### src/led_route_pkg.sv
// Shared constants and carriers for the LED routing and trip indication block.
// Assumes a single 125 MHz clock domain and a synchronous reset.
package led_route_pkg;
   localparam int NUM_LEDS = 8;
   localparam int NUM_SIGS = 22;
   localparam int NUM_RETAIN = 6;
   localparam int HOLD_W = 10;
   // Switch bit positions (bit n of the group is index n-1)
   localparam int SW_THERM_ALARM = 0;
   localparam int SW_THERM_TRIP = 1;
   localparam int SW_RESTART_INH = 2;
   localparam int SW_MOTOR_START = 3;
   localparam int SW_TRIP_FIRST = 4;
   localparam int SW_TRIP_LAST = 9;
   localparam int SW_EMERG_START = 10;
   localparam int SW_DIGIN_FIRST = 11;
   localparam int SW_DIGIN_LAST = 15;
   localparam int SW_TEMP_FIRST = 16;
   localparam int SW_TEMP_LAST = 19;
   localparam int SW_BREAKER_FAIL = 20;
   localparam int SW_RECORDER = 21;
   // Reset values
   localparam logic [21:0] GROUP1_RESET = 22'h000004;
   localparam logic [21:0] GROUP2_RESET = 22'h000008;
   localparam logic [21:0] GROUPN_RESET = 22'h000000;
   localparam logic [5:0] RETAIN_RESET = 6'h3F;
   localparam logic [9:0] HOLD_RESET = 10'h03C;
   localparam logic [9:0] HOLD_MAX = 10'h3E6;
   localparam logic [9:0] HOLD_MANUAL = 10'h3E7;
   // Minute tick
   localparam int CLK_PERIOD_NS = 8;
   localparam longint MINUTE_NS = 64'd60_000_000_000;
   // A minute of 8 ns cycles needs 33 bits; an int would wrap
   localparam longint MINUTE_CYCLES = MINUTE_NS / CLK_PERIOD_NS;
   localparam int TICK_W = 33;
   // Indication sources, one bit per routing switch
   typedef struct packed {
      logic recorder;
      logic breaker_failure_protect;
      logic [3:0] temperature_stage;
      logic [4:0] digital_input;
      logic emergency_start;
      logic [5:0] stage_trip;
      logic motor_startup;
      logic restart_inhibit;
      logic thermal_trip;
      logic thermal_alarm;
   } indication_s;
   // Retention enables as seen by storage and clock logic
   typedef struct packed {
      logic rtc_run;
      logic records;
      logic events;
      logic recorder;
      logic start_count;
      logic indications;
   } retain_s;
endpackage

### src/led_route_trip_ind.sv
// LED routing groups, trip display hold timer and retention switch decode.
// Assumes settings arrive as write strobes from the panel or serial front end.
`timescale 1ns/100ps
module led_route_trip_ind
#(
   parameter longint MINUTE_TICKS = led_route_pkg::MINUTE_CYCLES,
   parameter int TRIP_W = 8
)
(
   input wire logic CLK,
   input wire logic RESET,
   input led_route_pkg::indication_s INDICATION,
   input wire logic [2:0] GROUP_SEL,
   input wire logic GROUP_WR,
   input wire logic [21:0] GROUP_WDATA,
   input wire logic HOLD_WR,
   input wire logic [9:0] HOLD_WDATA,
   input wire logic RETAIN_WR,
   input wire logic [5:0] RETAIN_WDATA,
   input wire logic [TRIP_W-1:0] TRIP_CODE,
   input wire logic TRIP_VALID,
   input wire logic TRIP_CLEAR,
   input wire logic BATTERY_OK,
   output logic [7:0] LED,
   output logic [21:0] GROUP_RDATA,
   output logic [9:0] HOLD_RDATA,
   output logic [5:0] RETAIN_RDATA,
   output logic [TRIP_W-1:0] TRIP_DISPLAY,
   output logic TRIP_SHOWN,
   output led_route_pkg::retain_s RETAIN_ACTIVE,
   output logic BATT_SUPERVISE
);
   import led_route_pkg::*;

   logic [21:0] led_route_groups [NUM_LEDS];
   logic [9:0] trip_display_hold_time_r;
   logic [5:0] retention_r;
   logic [7:0] led_nxt;
   logic [TICK_W-1:0] tick_cnt_r;
   logic [9:0] minutes_r;
   logic hold_over;
   logic tick;
   logic [21:0] ind_vec;
   logic trip_take;
   logic [9:0] hold_lim;

   // Group value is the plain weighted sum of its switches
   function automatic logic route_hit(input logic [21:0] sel, input logic [21:0] sig);
      route_hit = |(sel & sig);
   endfunction

   // Packed struct order puts bit 1 of the group at index 0
   assign ind_vec = INDICATION;

   // LED decode, one OR per routing group
   always_comb
   begin
      for (int i = 0; i < NUM_LEDS; i++)
      begin
         led_nxt[i] = route_hit(led_route_groups[i], ind_vec);
      end
   end

   // Routing group storage; the write value is the weighted sum
   always_ff @(posedge CLK)
   begin
      if (RESET)
      begin
         for (int i = 0; i < NUM_LEDS; i++)
         begin
            led_route_groups[i] <= (i == 0) ? GROUP1_RESET :
                                   (i == 1) ? GROUP2_RESET : GROUPN_RESET;
         end
      end
      else if (GROUP_WR)
      begin
         led_route_groups[GROUP_SEL] <= GROUP_WDATA;
      end
   end

   // LED and readback outputs
   always_ff @(posedge CLK)
   begin
      if (RESET)
      begin
         LED <= 8'h00;
         GROUP_RDATA <= GROUP1_RESET;
      end
      else
      begin
         LED <= led_nxt;
         GROUP_RDATA <= led_route_groups[GROUP_SEL];
      end
   end

   // Hold time setting; out-of-range values are ignored
   always_ff @(posedge CLK)
   begin
      if (RESET)
      begin
         trip_display_hold_time_r <= HOLD_RESET;
      end
      else if (HOLD_WR && HOLD_WDATA <= HOLD_MANUAL)
      begin
         trip_display_hold_time_r <= HOLD_WDATA;
      end
   end

   // Minute prescaler restarts with each newly shown trip
   assign tick = (tick_cnt_r == TICK_W'(MINUTE_TICKS - 1));
   assign hold_lim = trip_display_hold_time_r;
   assign hold_over = (hold_lim != HOLD_MANUAL) && (minutes_r >= hold_lim);
   assign trip_take = TRIP_VALID && (!TRIP_SHOWN || hold_over);

   // Display latch; it never feeds back into the protection inputs
   always_ff @(posedge CLK)
   begin
      if (RESET || TRIP_CLEAR)
      begin
         TRIP_SHOWN <= 1'b0;
         TRIP_DISPLAY <= '0;
         tick_cnt_r <= '0;
         minutes_r <= 10'h000;
      end
      else if (trip_take)
      begin
         TRIP_SHOWN <= 1'b1;
         TRIP_DISPLAY <= TRIP_CODE;
         tick_cnt_r <= '0;
         minutes_r <= 10'h000;
      end
      else if (TRIP_SHOWN)
      begin
         tick_cnt_r <= tick ? '0 : tick_cnt_r + TICK_W'(1);
         if (tick && minutes_r != 10'h3FF)
         begin
            minutes_r <= minutes_r + 10'h001;
         end
      end
   end

   // Retention switches; clearing all of them stops battery supervision
   always_ff @(posedge CLK)
   begin
      if (RESET)
      begin
         retention_r <= RETAIN_RESET;
         RETAIN_ACTIVE <= '0;
         BATT_SUPERVISE <= 1'b1;
         HOLD_RDATA <= HOLD_RESET;
         RETAIN_RDATA <= RETAIN_RESET;
      end
      else
      begin
         if (RETAIN_WR)
         begin
            retention_r <= RETAIN_WDATA;
         end
         RETAIN_ACTIVE <= retention_r & {NUM_RETAIN{BATTERY_OK}};
         BATT_SUPERVISE <= |retention_r;
         HOLD_RDATA <= trip_display_hold_time_r;
         RETAIN_RDATA <= retention_r;
      end
   end

   a_led_follows_route: assert property (@(posedge CLK) disable iff (RESET)
      1'b1 |=> LED == $past(led_nxt)) else $error("LED not following route");
   a_manual_hold_blocks: assert property (@(posedge CLK) disable iff (RESET)
      TRIP_SHOWN && hold_lim == HOLD_MANUAL && !TRIP_CLEAR |=> TRIP_SHOWN &&
      $stable(TRIP_DISPLAY)) else $error("Manual hold replaced");
   a_first_trip_kept: assert property (@(posedge CLK) disable iff (RESET)
      TRIP_SHOWN && !hold_over && !TRIP_CLEAR |=> $stable(TRIP_DISPLAY))
      else $error("Trip replaced early");
   a_retain_battery: assert property (@(posedge CLK) disable iff (RESET)
      !BATTERY_OK |=> RETAIN_ACTIVE == '0) else $error("Retention without battery");
   a_supervise_off: assert property (@(posedge CLK) disable iff (RESET)
      retention_r == 6'h00 |=> !BATT_SUPERVISE) else $error("Supervision not off");
   a_hold_range: assert property (@(posedge CLK) disable iff (RESET)
      trip_display_hold_time_r <= HOLD_MANUAL) else $error("Hold out of range");
   a_minute_count: assert property (@(posedge CLK) disable iff (RESET)
      TRIP_SHOWN && tick && !trip_take && !TRIP_CLEAR && minutes_r != 10'h3FF
      |=> minutes_r == $past(minutes_r) + 10'h001) else $error("Minute miscount");
   a_first_taken: assert property (@(posedge CLK) disable iff (RESET)
      !TRIP_SHOWN && TRIP_VALID && !TRIP_CLEAR |=> TRIP_SHOWN &&
      TRIP_DISPLAY == $past(TRIP_CODE)) else $error("First trip missed");

   // Each LED is the OR of its own group's selected inputs, one edge late
   a_led1_route: assert property (@(posedge CLK) disable iff (RESET)
      1'b1 |=> LED[0] == $past(|(led_route_groups[0] & ind_vec)))
      else $error("LED1 route wrong");
   a_led2_route: assert property (@(posedge CLK) disable iff (RESET)
      1'b1 |=> LED[1] == $past(|(led_route_groups[1] & ind_vec)))
      else $error("LED2 route wrong");
   a_led3_route: assert property (@(posedge CLK) disable iff (RESET)
      1'b1 |=> LED[2] == $past(|(led_route_groups[2] & ind_vec)))
      else $error("LED3 route wrong");
   a_led4_route: assert property (@(posedge CLK) disable iff (RESET)
      1'b1 |=> LED[3] == $past(|(led_route_groups[3] & ind_vec)))
      else $error("LED4 route wrong");
   a_led5_route: assert property (@(posedge CLK) disable iff (RESET)
      1'b1 |=> LED[4] == $past(|(led_route_groups[4] & ind_vec)))
      else $error("LED5 route wrong");
   a_led6_route: assert property (@(posedge CLK) disable iff (RESET)
      1'b1 |=> LED[5] == $past(|(led_route_groups[5] & ind_vec)))
      else $error("LED6 route wrong");
   a_led7_route: assert property (@(posedge CLK) disable iff (RESET)
      1'b1 |=> LED[6] == $past(|(led_route_groups[6] & ind_vec)))
      else $error("LED7 route wrong");
   a_led8_route: assert property (@(posedge CLK) disable iff (RESET)
      1'b1 |=> LED[7] == $past(|(led_route_groups[7] & ind_vec)))
      else $error("LED8 route wrong");

   // Switch positions; a reordered carrier would silently swap LEDs
   a_therm_alarm_bit: assert property (@(posedge CLK)
      ind_vec[SW_THERM_ALARM] == INDICATION.thermal_alarm) else $error("Switch 1 misplaced");
   a_therm_trip_bit: assert property (@(posedge CLK)
      ind_vec[SW_THERM_TRIP] == INDICATION.thermal_trip) else $error("Switch 2 misplaced");
   a_restart_bit: assert property (@(posedge CLK)
      ind_vec[SW_RESTART_INH] == INDICATION.restart_inhibit) else $error("Switch 3 misplaced");
   a_motor_bit: assert property (@(posedge CLK)
      ind_vec[SW_MOTOR_START] == INDICATION.motor_startup) else $error("Switch 4 misplaced");
   a_stage_trip_bits: assert property (@(posedge CLK)
      ind_vec[SW_TRIP_LAST:SW_TRIP_FIRST] == INDICATION.stage_trip) else $error("Trips misplaced");
   a_emerg_bit: assert property (@(posedge CLK)
      ind_vec[SW_EMERG_START] == INDICATION.emergency_start) else $error("Switch 11 misplaced");
   a_digin_bits: assert property (@(posedge CLK)
      ind_vec[SW_DIGIN_LAST:SW_DIGIN_FIRST] == INDICATION.digital_input) else $error("Inputs moved");
   a_breaker_bit: assert property (@(posedge CLK)
      ind_vec[SW_BREAKER_FAIL] == INDICATION.breaker_failure_protect) else $error("Switch 21 moved");
   a_recorder_bit: assert property (@(posedge CLK)
      ind_vec[SW_RECORDER] == INDICATION.recorder) else $error("Switch 22 misplaced");
   a_temp_bits: assert property (@(posedge CLK)
      ind_vec[SW_TEMP_LAST:SW_TEMP_FIRST] == INDICATION.temperature_stage) else $error("Temps moved");

   // Defaults after reset
   a_group1_default: assert property (@(posedge CLK)
      RESET |=> led_route_groups[0] == GROUP1_RESET) else $error("Group 1 default wrong");
   a_group2_default: assert property (@(posedge CLK)
      RESET |=> led_route_groups[1] == GROUP2_RESET) else $error("Group 2 default wrong");
   a_groups_cleared: assert property (@(posedge CLK)
      RESET |=> (led_route_groups[2] | led_route_groups[3] | led_route_groups[4] |
      led_route_groups[5] | led_route_groups[6] | led_route_groups[7]) == GROUPN_RESET)
      else $error("Groups 3-8 default wrong");
   a_hold_default: assert property (@(posedge CLK)
      RESET |=> HOLD_RDATA == HOLD_RESET) else $error("Hold default wrong");
   a_retain_default: assert property (@(posedge CLK)
      RESET |=> RETAIN_RDATA == RETAIN_RESET && BATT_SUPERVISE) else $error("Retain default");
   a_led_reset: assert property (@(posedge CLK)
      RESET |=> LED == 8'h00) else $error("LED lit in reset");

   // Settings writes and readback
   a_group_write: assert property (@(posedge CLK) disable iff (RESET)
      GROUP_WR |=> led_route_groups[$past(GROUP_SEL)] == $past(GROUP_WDATA))
      else $error("Group write lost");
   a_group_readback: assert property (@(posedge CLK) disable iff (RESET)
      1'b1 |=> GROUP_RDATA == $past(led_route_groups[GROUP_SEL]))
      else $error("Group readback wrong");
   a_hold_write: assert property (@(posedge CLK) disable iff (RESET)
      HOLD_WR && HOLD_WDATA <= HOLD_MANUAL |=> trip_display_hold_time_r == $past(HOLD_WDATA))
      else $error("Hold write lost");
   a_hold_ignore: assert property (@(posedge CLK) disable iff (RESET)
      HOLD_WR && HOLD_WDATA > HOLD_MANUAL |=> $stable(trip_display_hold_time_r))
      else $error("Bad hold accepted");
   a_hold_readback: assert property (@(posedge CLK) disable iff (RESET)
      1'b1 |=> HOLD_RDATA == $past(trip_display_hold_time_r))
      else $error("Hold readback wrong");
   a_retain_write: assert property (@(posedge CLK) disable iff (RESET)
      RETAIN_WR |=> retention_r == $past(RETAIN_WDATA))
      else $error("Retention write lost");
   a_retain_readback: assert property (@(posedge CLK) disable iff (RESET)
      1'b1 |=> RETAIN_RDATA == $past(retention_r))
      else $error("Retention readback wrong");

   // Retention outputs follow their switch only with a good battery
   a_retain_gate: assert property (@(posedge CLK) disable iff (RESET)
      1'b1 |=> RETAIN_ACTIVE == ($past(retention_r) & {NUM_RETAIN{$past(BATTERY_OK)}}))
      else $error("Retention gate wrong");
   a_indication_keep: assert property (@(posedge CLK) disable iff (RESET)
      1'b1 |=> RETAIN_ACTIVE.indications == $past(retention_r[0] && BATTERY_OK))
      else $error("Indication retention wrong");
   a_start_count_keep: assert property (@(posedge CLK) disable iff (RESET)
      1'b1 |=> RETAIN_ACTIVE.start_count == $past(retention_r[1] && BATTERY_OK))
      else $error("Start count retention wrong");
   a_recorder_keep: assert property (@(posedge CLK) disable iff (RESET)
      1'b1 |=> RETAIN_ACTIVE.recorder == $past(retention_r[2] && BATTERY_OK))
      else $error("Recorder retention wrong");
   a_events_keep: assert property (@(posedge CLK) disable iff (RESET)
      1'b1 |=> RETAIN_ACTIVE.events == $past(retention_r[3] && BATTERY_OK))
      else $error("Event retention wrong");
   a_records_keep: assert property (@(posedge CLK) disable iff (RESET)
      1'b1 |=> RETAIN_ACTIVE.records == $past(retention_r[4] && BATTERY_OK))
      else $error("Record retention wrong");
   a_rtc_keep: assert property (@(posedge CLK) disable iff (RESET)
      1'b1 |=> RETAIN_ACTIVE.rtc_run == $past(retention_r[5] && BATTERY_OK))
      else $error("Clock retention wrong");
   a_supervise_on: assert property (@(posedge CLK) disable iff (RESET)
      retention_r != 6'h00 |=> BATT_SUPERVISE)
      else $error("Supervision dropped");

   // Display latch and minute count
   a_clear_wins: assert property (@(posedge CLK) disable iff (RESET)
      TRIP_CLEAR |=> !TRIP_SHOWN && TRIP_DISPLAY == '0)
      else $error("Clear ignored");
   a_hold_expiry: assert property (@(posedge CLK) disable iff (RESET)
      TRIP_SHOWN && hold_over && TRIP_VALID && !TRIP_CLEAR |=> TRIP_DISPLAY == $past(TRIP_CODE))
      else $error("Newer trip not taken");
   a_tick_restart: assert property (@(posedge CLK) disable iff (RESET)
      trip_take && !TRIP_CLEAR |=> minutes_r == 10'h000 && tick_cnt_r == '0)
      else $error("Hold timer not restarted");
   a_display_idle: assert property (@(posedge CLK) disable iff (RESET)
      !TRIP_SHOWN |-> TRIP_DISPLAY == '0)
      else $error("Stale display code");
   a_trip_held: assert property (@(posedge CLK) disable iff (RESET)
      TRIP_SHOWN && !TRIP_CLEAR |=> TRIP_SHOWN)
      else $error("Display dropped");
   a_minutes_idle: assert property (@(posedge CLK) disable iff (RESET)
      TRIP_SHOWN && !tick && !trip_take && !TRIP_CLEAR |=> $stable(minutes_r))
      else $error("Minutes moved off tick");
endmodule

### config.mk
export PLATFORM = sky130hd
export DESIGN_NAME = led_route_trip_ind
export DESIGN_NICKNAME = d
export VERILOG_FILES = /design/src/led_route_pkg.sv /design/src/led_route_trip_ind.sv
export SDC_FILE = /design/constraint.sdc
export NUM_CORES = 1
export LEC_CHECK = 0
export ABC_AREA = 1
export BUFFER_PORTS_ARGS = -buffer_cell sky130_fd_sc_hd__buf_2
export CORE_MARGIN = 8
export CORE_UTILIZATION = 54
export DETAILED_ROUTE_END_ITERATION = 8
export PLACE_DENSITY = 0.74
export REMOVE_ABC_BUFFERS = 1
export SLEW_MARGIN = 20
export SYNTH_ARGS = -nofsm -noshare
export SYNTH_HDL_FRONTEND = slang
export SYNTH_SLANG_ARGS = --single-unit
### constraint.sdc
create_clock -name CLK -period 3.31 [get_ports CLK]
set_input_delay 0 -clock CLK [delete_from_list [all_inputs] [get_ports CLK]]
set_output_delay 0 -clock CLK [all_outputs]
set_load 0.01 [all_outputs]
==> results.cfg, run 1 <==
[routing]
antenna_left = 0
drc = 0
post_drt_via_cell_ratio = 5.61
wl_per_cell_um = 18.5
drtIter0Drc = 1342
firstDrtPassIters = 8
wl_mm = 40.7
vias = 12300

[sta]
setup_tns_ns = 0
fin_skew_ns = 0.0143
fmax_ghz = 0.336
final-hold-violation-count = 0
rsz0062_at_grt = no
slew-limit-headroom_pct = 48.4
drv_slew = 0
period_needed_ns = 2.97
worst_slack_ns = 0.338
min_period_over_period_pct = 89.8
worst_pin_slew_ns = 0.771
setup_viol = 0

[critical_path]
end_kind = flop
critPathMaxStageDelay_ns = 0.60
r2r-start = hold_lim[5]
arrival_ns = 3.40
path_class = flop to flop
cpMostUsedCell = nand2_1
r2r_setup_slack_ns = 0.34
rr_worst_depth = 15
startpoint = hold_lim[5]
path_cells = inv_1 > ha_1 > nand2_1 > inv_1 > nand2_1 > nand2_1 > nand2_1 > nand4_1 > nand2_1 > nand2_2 > nand3_1 > dlygate4sd3_1 > nand2_1 > dlygate4sd3_1 > nor2_1
cp.required_ns = 3.74
worstPathMaxFanout = 17
crit_path_top_delay_cell = dlygate4sd3_1
setup.worst_path.start_class = flop

[power_and_ir_drop]
peakVddDrop_uv = 428
p_leak_nw = 6.98
power_density_nw_per_um2 = 521

[hold_path]
min_from = INDICATION[16]
whs_path_depth = 4
hold_class = primary input to flop

[clock_tree]
cts_buffers = 34
cts_sinks = 297
clkSlewWorstSetupHoldPaths_ns = 0.06
clock-root-buffer = clkbuf_16
worstSkewPairLatency_ns = 0.51
ctsLongestPathBuffers = 3
cts_resized = 0
tritoncts = yes
htreeDepth = 2

[cells_and_area]
most-common-layout-cells = nor2_1, nand2_1, edfxtp_1, inv_1, buf_2
multi_input_area_um2 = 5270
drive_above_1_share_pct = 13.9
syn_to_final_growth_pct = 21.3
layout_commonest_cell = nor2_1
n_fill_cell = 2055
finalNetCount = 1923
ff_latch_area_um2 = 7710

[synthesis]
seq_area_frac_synth_pct = 55.3
syn_inst = 1621
ys_warn_count = 0
avgSynthCellArea_um2 = 8.60
yosysUniqueCellTypes = 46
synthSimpleGateAreaFrac_pct = 24.1
synth_top_family_by_area = simple AND/OR/NAND/NOR gates
synthArstFlopShare_pct = 0
synthesis.area_um2 = 13900
synthAdderAreaFrac_pct = 1.08
ys.flop_type = edfxtp_1
synth_compound_area_share_pct = 11.1
synth-edff-count = 176
synth_xor_area_share_pct = 1.51
synthMuxAreaShare_pct = 0.0718
ys_ff_latch = 297

[floorplan]
num_rows = 59
core_um2 = 25700
die_h_um = 177
die_width_um = 177
initial_core_util_pct = 54.2
io-pin-count = 141
die_area_um2 = 31200

[global_route]
grt_pass1_wl_mm = 63.8
antenna_found_initial = 1
grt_pass1_vias = 12300
grt_usage_pct = 25.7
grt-ovfl-total = 0
grt_max_degree = 69

[place]
dp_slack_ns = 1.11
dpl.hpwl_mm = 26.4
io_buffers = 140
gp_congestion = 0.917

[flow_run]
drv_cap = 0

[run_status]
outcome = complete, no violations
==> sequential cells by signal, indices dropped and copies added, names as in the netlist <==
register          count
led_route_groups    176
tick_cnt_r           33
GROUP_RDATA          22
HOLD_RDATA           10
hold_lim             10
minutes_r            10
LED                   8
TRIP_DISPLAY          8
RETAIN_ACTIVE         6
RETAIN_RDATA          6
retention_r           6
BATT_SUPERVISE        1
TRIP_SHOWN            1
==> kinds of logic after synthesis <==
kind of cell             count (synthesis)
flip-flops                             297
buffers and inverters                  241
adder cells (fa/ha/maj)                 12
AND/OR/NAND/NOR                        798
multiplexers                             1
XOR/XNOR                                24
AO/OA/AOI/OAI                          248
==> cell usage after synthesis, types with 4 or more instances <==
library cell,instances,share of area (%)
a21oi_1,56,2.0
a221oi_1,10,0.63
a22o_1,15,0.94
a41oi_1,20,1.3
buf_1,4,0.11
buf_2,19,0.68
clkbuf_1,47,1.3
dfxtp_1,121,17
edfxtp_1,176,38
ha_1,12,1.1
inv_1,162,4.4
nand2_1,285,7.7
nand2_2,4,0.18
nand3_1,42,1.5
nand3_2,6,0.43
nand4_1,32,1.4
nor2_1,382,10
nor2_2,11,0.49
nor2_4,4,0.32
nor3_1,21,0.75
o211ai_1,25,1.3
o21a_1,11,0.59
o21ai_0,84,3.0
o22ai_1,18,0.81
xnor2_1,5,0.31
xor2_1,19,1.2
==> what timing repair did <==
| item | in CTS | in global routing |
|---|---|---|
| setup endpoints to repair | 0 | 0 |
| endpoints found under the hold margin | 206 | 0 |
| buffers inserted | 0 | 0 |
| hold buffers | 81 | 0 |
==> worst paths after layout <==
path,end
hold reg to reg,RETAIN_RDATA[4]
setup / recovery,TRIP_DISPLAY[7]
hold / removal,LED[7]
setup reg to reg,TRIP_DISPLAY[7]
==> routing by layer <==
| metal | vias up | wire length [um] | track usage (%) |
|---|---|---|---|
| met5 | - | 0 | 0 |
| met4 | 0 | 1540 | 10.8 |
| met3 | 115 | 4060 | 5.10 |
| met2 | 665 | 19800 | 44.7 |
| met1 | 5707 | 15200 | 30.7 |
| li1 | 5815 | - | - |
==> metrics by stage <==
| stage | instance area, um2 | std cells | utilization [%] | power, mW | hold slack [ns] |
|---|---|---|---|---|---|
| 2_1_floorplan | 13600 | 1547 | - | 4.63 | 0.0691 |
| 3_3_place_gp | 15000 | 2050 | 58.2 | 4.98 | 0.221 |
| 3_5_place_dp | 15000 | 2050 | 58.2 | 5.00 | 0.228 |
| 4_1_cts | 16900 | 2193 | 65.8 | 8.82 | 0.000151 |
| 5_1_grt | 16900 | 2194 | 65.8 | 9.08 | 0.0432 |
| 6_report | 16900 | 2194 | 65.8 | 8.81 | 0.0235 |
==> worst max-delay path: cells and delay by family (launching register included) <==
family | cells | cell delay, ns
fa+ha+maj | 1 | 0.27
flops | 1 | 0.29
buf+inv | 4 | 1.37
simple gates | 10 | 0.96
==> cell type report <==
class	instances	share of cell area, %
multi-input combinational	1083	31.2
sequential	297	45.6
timing repair buffer	249	10.3
clock inverter	13	0.733
tap	335	2.48
inverter	167	3.72
antenna	1	0.0148
clock buffer	49	5.98
==> report_power, final <==
part	leakage, nW	switching (mW)	internal (mW)
Sequential	2.68	0.0865	4.11
Combinational	3.73	0.527	0.293
Clock	0.562	1.50	2.29
(Power assumes the default switching activity.)
==> run 2, diff against run 1 <==
--- a/config.mk
+++ b/config.mk
@@ -10,7 +10,7 @@
 export CORE_MARGIN = 8
 export CORE_UTILIZATION = 54
 export DETAILED_ROUTE_END_ITERATION = 8
-export PLACE_DENSITY = 0.74
+export PLACE_DENSITY_LB_ADDON = 0.2
 export REMOVE_ABC_BUFFERS = 1
 export SLEW_MARGIN = 20
 export SYNTH_ARGS = -nofsm -noshare
==> run 2 against run 1 <==
  * First-iteration DRC count up 2.1%
  * Global-route usage up 0.85 points
  * Fmax up 0.28%
  * Clock skew up 0.00062 ns
  * Critical path type unchanged
  * Critical endpoint is now TRIP_DISPLAY[4]
  * Largest power group unchanged
==> results.cfg, run 2 (same netlist as run 1, synthesis figures left out) <==
[global_route]
grt_pass1_wl_mm = 65.7
grt_usage_pct = 26.6
grt_max_degree = 97
grt_pass1_vias = 12500
antenna_found_initial = 0
grt-ovfl-total = 0

[sta]
fin_skew_ns = 0.0149
fmax_ghz = 0.337
final-hold-violation-count = 0
min_period_over_period_pct = 89.5
rsz0062_at_grt = no
period_needed_ns = 2.96
setup_viol = 0
setup_tns_ns = 0
slew-limit-headroom_pct = 30.6
worst_pin_slew_ns = 1.04
drv_slew = 0
holdWs_ns = 0.0379

[cells_and_area]
most-common-layout-cells = nor2_1, nand2_1, edfxtp_1, inv_1, buf_2
reg_top3 = led_route_groups x176, tick_cnt_r x33, GROUP_RDATA x22
ff_latch_area_um2 = 7710
multi_input_area_um2 = 5270
max_flop_register = led_route_groups
n_fill_cell = 2125
syn_to_final_growth_pct = 21.0
layout_commonest_cell = nor2_1
largest_reg_flops = 176
drive_above_1_share_pct = 13.4
diodes = 0
finalNetCount = 1933

[clock_tree]
cts_resized = 0
cts_sinks = 297
cts_buffers = 31
cts_setup_buffers = 0
clkSlewWorstSetupHoldPaths_ns = 0.06
htreeDepth = 1
worstSkewPairLatency_ns = 0.57
clock-root-buffer = clkbuf_16
ctsLongestPathBuffers = 3
tritoncts = yes

[power_and_ir_drop]
peakVddDrop_uv = 415
p_leak_nw = 6.96
power_density_nw_per_um2 = 493

[critical_path]
r2r_setup_slack_ns = 0.35
worstPathMaxFanout = 17
critPathMaxStageDelay_ns = 0.62
crit_path_top_delay_cell = dlygate4sd3_1
cpMostUsedCell = nand2_1
path_class = flop to flop
startpoint = hold_lim[9]
arrival_ns = 3.42
setup.worst_path.start_class = flop
rr_worst_depth = 13
r2r_end = TRIP_DISPLAY[4]
path_cells = inv_1 > ha_1 > nand2_1 > nor2_1 > nand3_1 > nand4_1 > nand2_1 > nand2_2 > nand3_1 > dlygate4sd3_1 > nand2_1 > dlygate4sd3_1 > nor2_1
end_kind = flop
r2r-start = hold_lim[9]
cp.required_ns = 3.77

[run_status]
outcome = complete, no violations

[routing]
drc = 0
post_drt_via_cell_ratio = 5.68
wl_mm = 42.0
antenna_left = 0
firstDrtPassIters = 6
vias = 12500
drtIter0Drc = 1370
wl_per_cell_um = 19.1

[flow_run]
drv_cap = 0

[hold_path]
hold_class = primary input to flop
min_from = INDICATION[7]
min_to = LED[0]
whs_path_depth = 4

[floorplan]
core_um2 = 25700
die_width_um = 177
num_rows = 59
die_h_um = 177
initial_core_util_pct = 54.2
die_area_um2 = 31200
io-pin-count = 141

[place]
dpl.hpwl_mm = 27.2
gp_congestion = 0.925
io_buffers = 140
-- run 2: cell count changes in the layout (fill, tap and decap cells not counted) --
| cell | before | now |
|---|---|---|
| inv_8 | 1 | 0 |
| bufinv_16 | 2 | 0 |
| clkinvlp_4 | 1 | 0 |
| clkbuf_16 | 37 | 31 |
| inv_6 | 0 | 1 |
| clkbuf_8 | 4 | 5 |
| dlygate4sd3_1 | 81 | 95 |
| diode_2 | 1 | 0 |
| clkinv_1 | 2 | 4 |
| buf_12 | 1 | 3 |
| inv_4 | 2 | 1 |
| buf_4 | 27 | 24 |
| clkinv_4 | 0 | 2 |
-- run 2: report_power, final --
part           internal (mW)  total, mW  switching (mW)  leakage, nW
Sequential              4.11       4.20          0.0857         2.68
Combinational          0.310      0.851           0.542         3.80
Clock                   1.83       3.26            1.43        0.472
Total                   6.25       8.31            2.06         6.96
-- run 2: area by class of cell --
class                      count  area share, %
sequential                   297           45.7
multi-input combinational   1083           31.3
timing repair buffer         262           11.2
clock buffer                  44           5.19
inverter                     167           3.73
tap                          335           2.49
clock inverter                13          0.430
-- run 2: repair_timing --
action	4_1_cts	5_1_grt
endpoints found under the setup margin	0	0
endpoints found under the hold margin	212	0
hold buffers	95	0
-- run 2: how the worst max path moves through the flow --
stage / endpoint / slack, ns / depth (start not counted)
floorplan: led_route_groups[0][0] / 1.15 / 5
global placement: tick_cnt_r[15] / 1.13 / 10
detailed placement: tick_cnt_r[26] / 1.05 / 13
CTS: TRIP_DISPLAY[0] / 0.48 / 15
global route: TRIP_DISPLAY[4] / 0.18 / 13
finish: TRIP_DISPLAY[4] / 0.35 / 13
-- run 2: through the flow --
stage	instance area (um2)	cells	setup WS (ns)	power, mW	util (%)
floorplan	13600	1547	1.15	4.63	-
global placement	15000	2049	1.13	4.99	58.3
detailed placement	15000	2049	1.05	5.01	58.3
CTS	16900	2201	0.483	8.31	65.7
global route	16900	2201	0.177	8.58	65.7
finish	16900	2201	0.346	8.31	65.7
-- run 2: critical path: cells and delay by family, from the launching register on --
family                     cells  cell delay [ns]
buffers and inverters          3             1.25
adders and majority gates      1             0.29
and+or+nand+nor                9             1.00
DFF                            1             0.33
-- run 2: metal layers --
layer  vias up  share of wire, %  track usage [%]
met3       110               9.1             4.67
met5         -                 0                0
met2       642                49             46.0
li1       5826                 -                -
met4         0               3.7             10.8
met1      5915                38             32.3
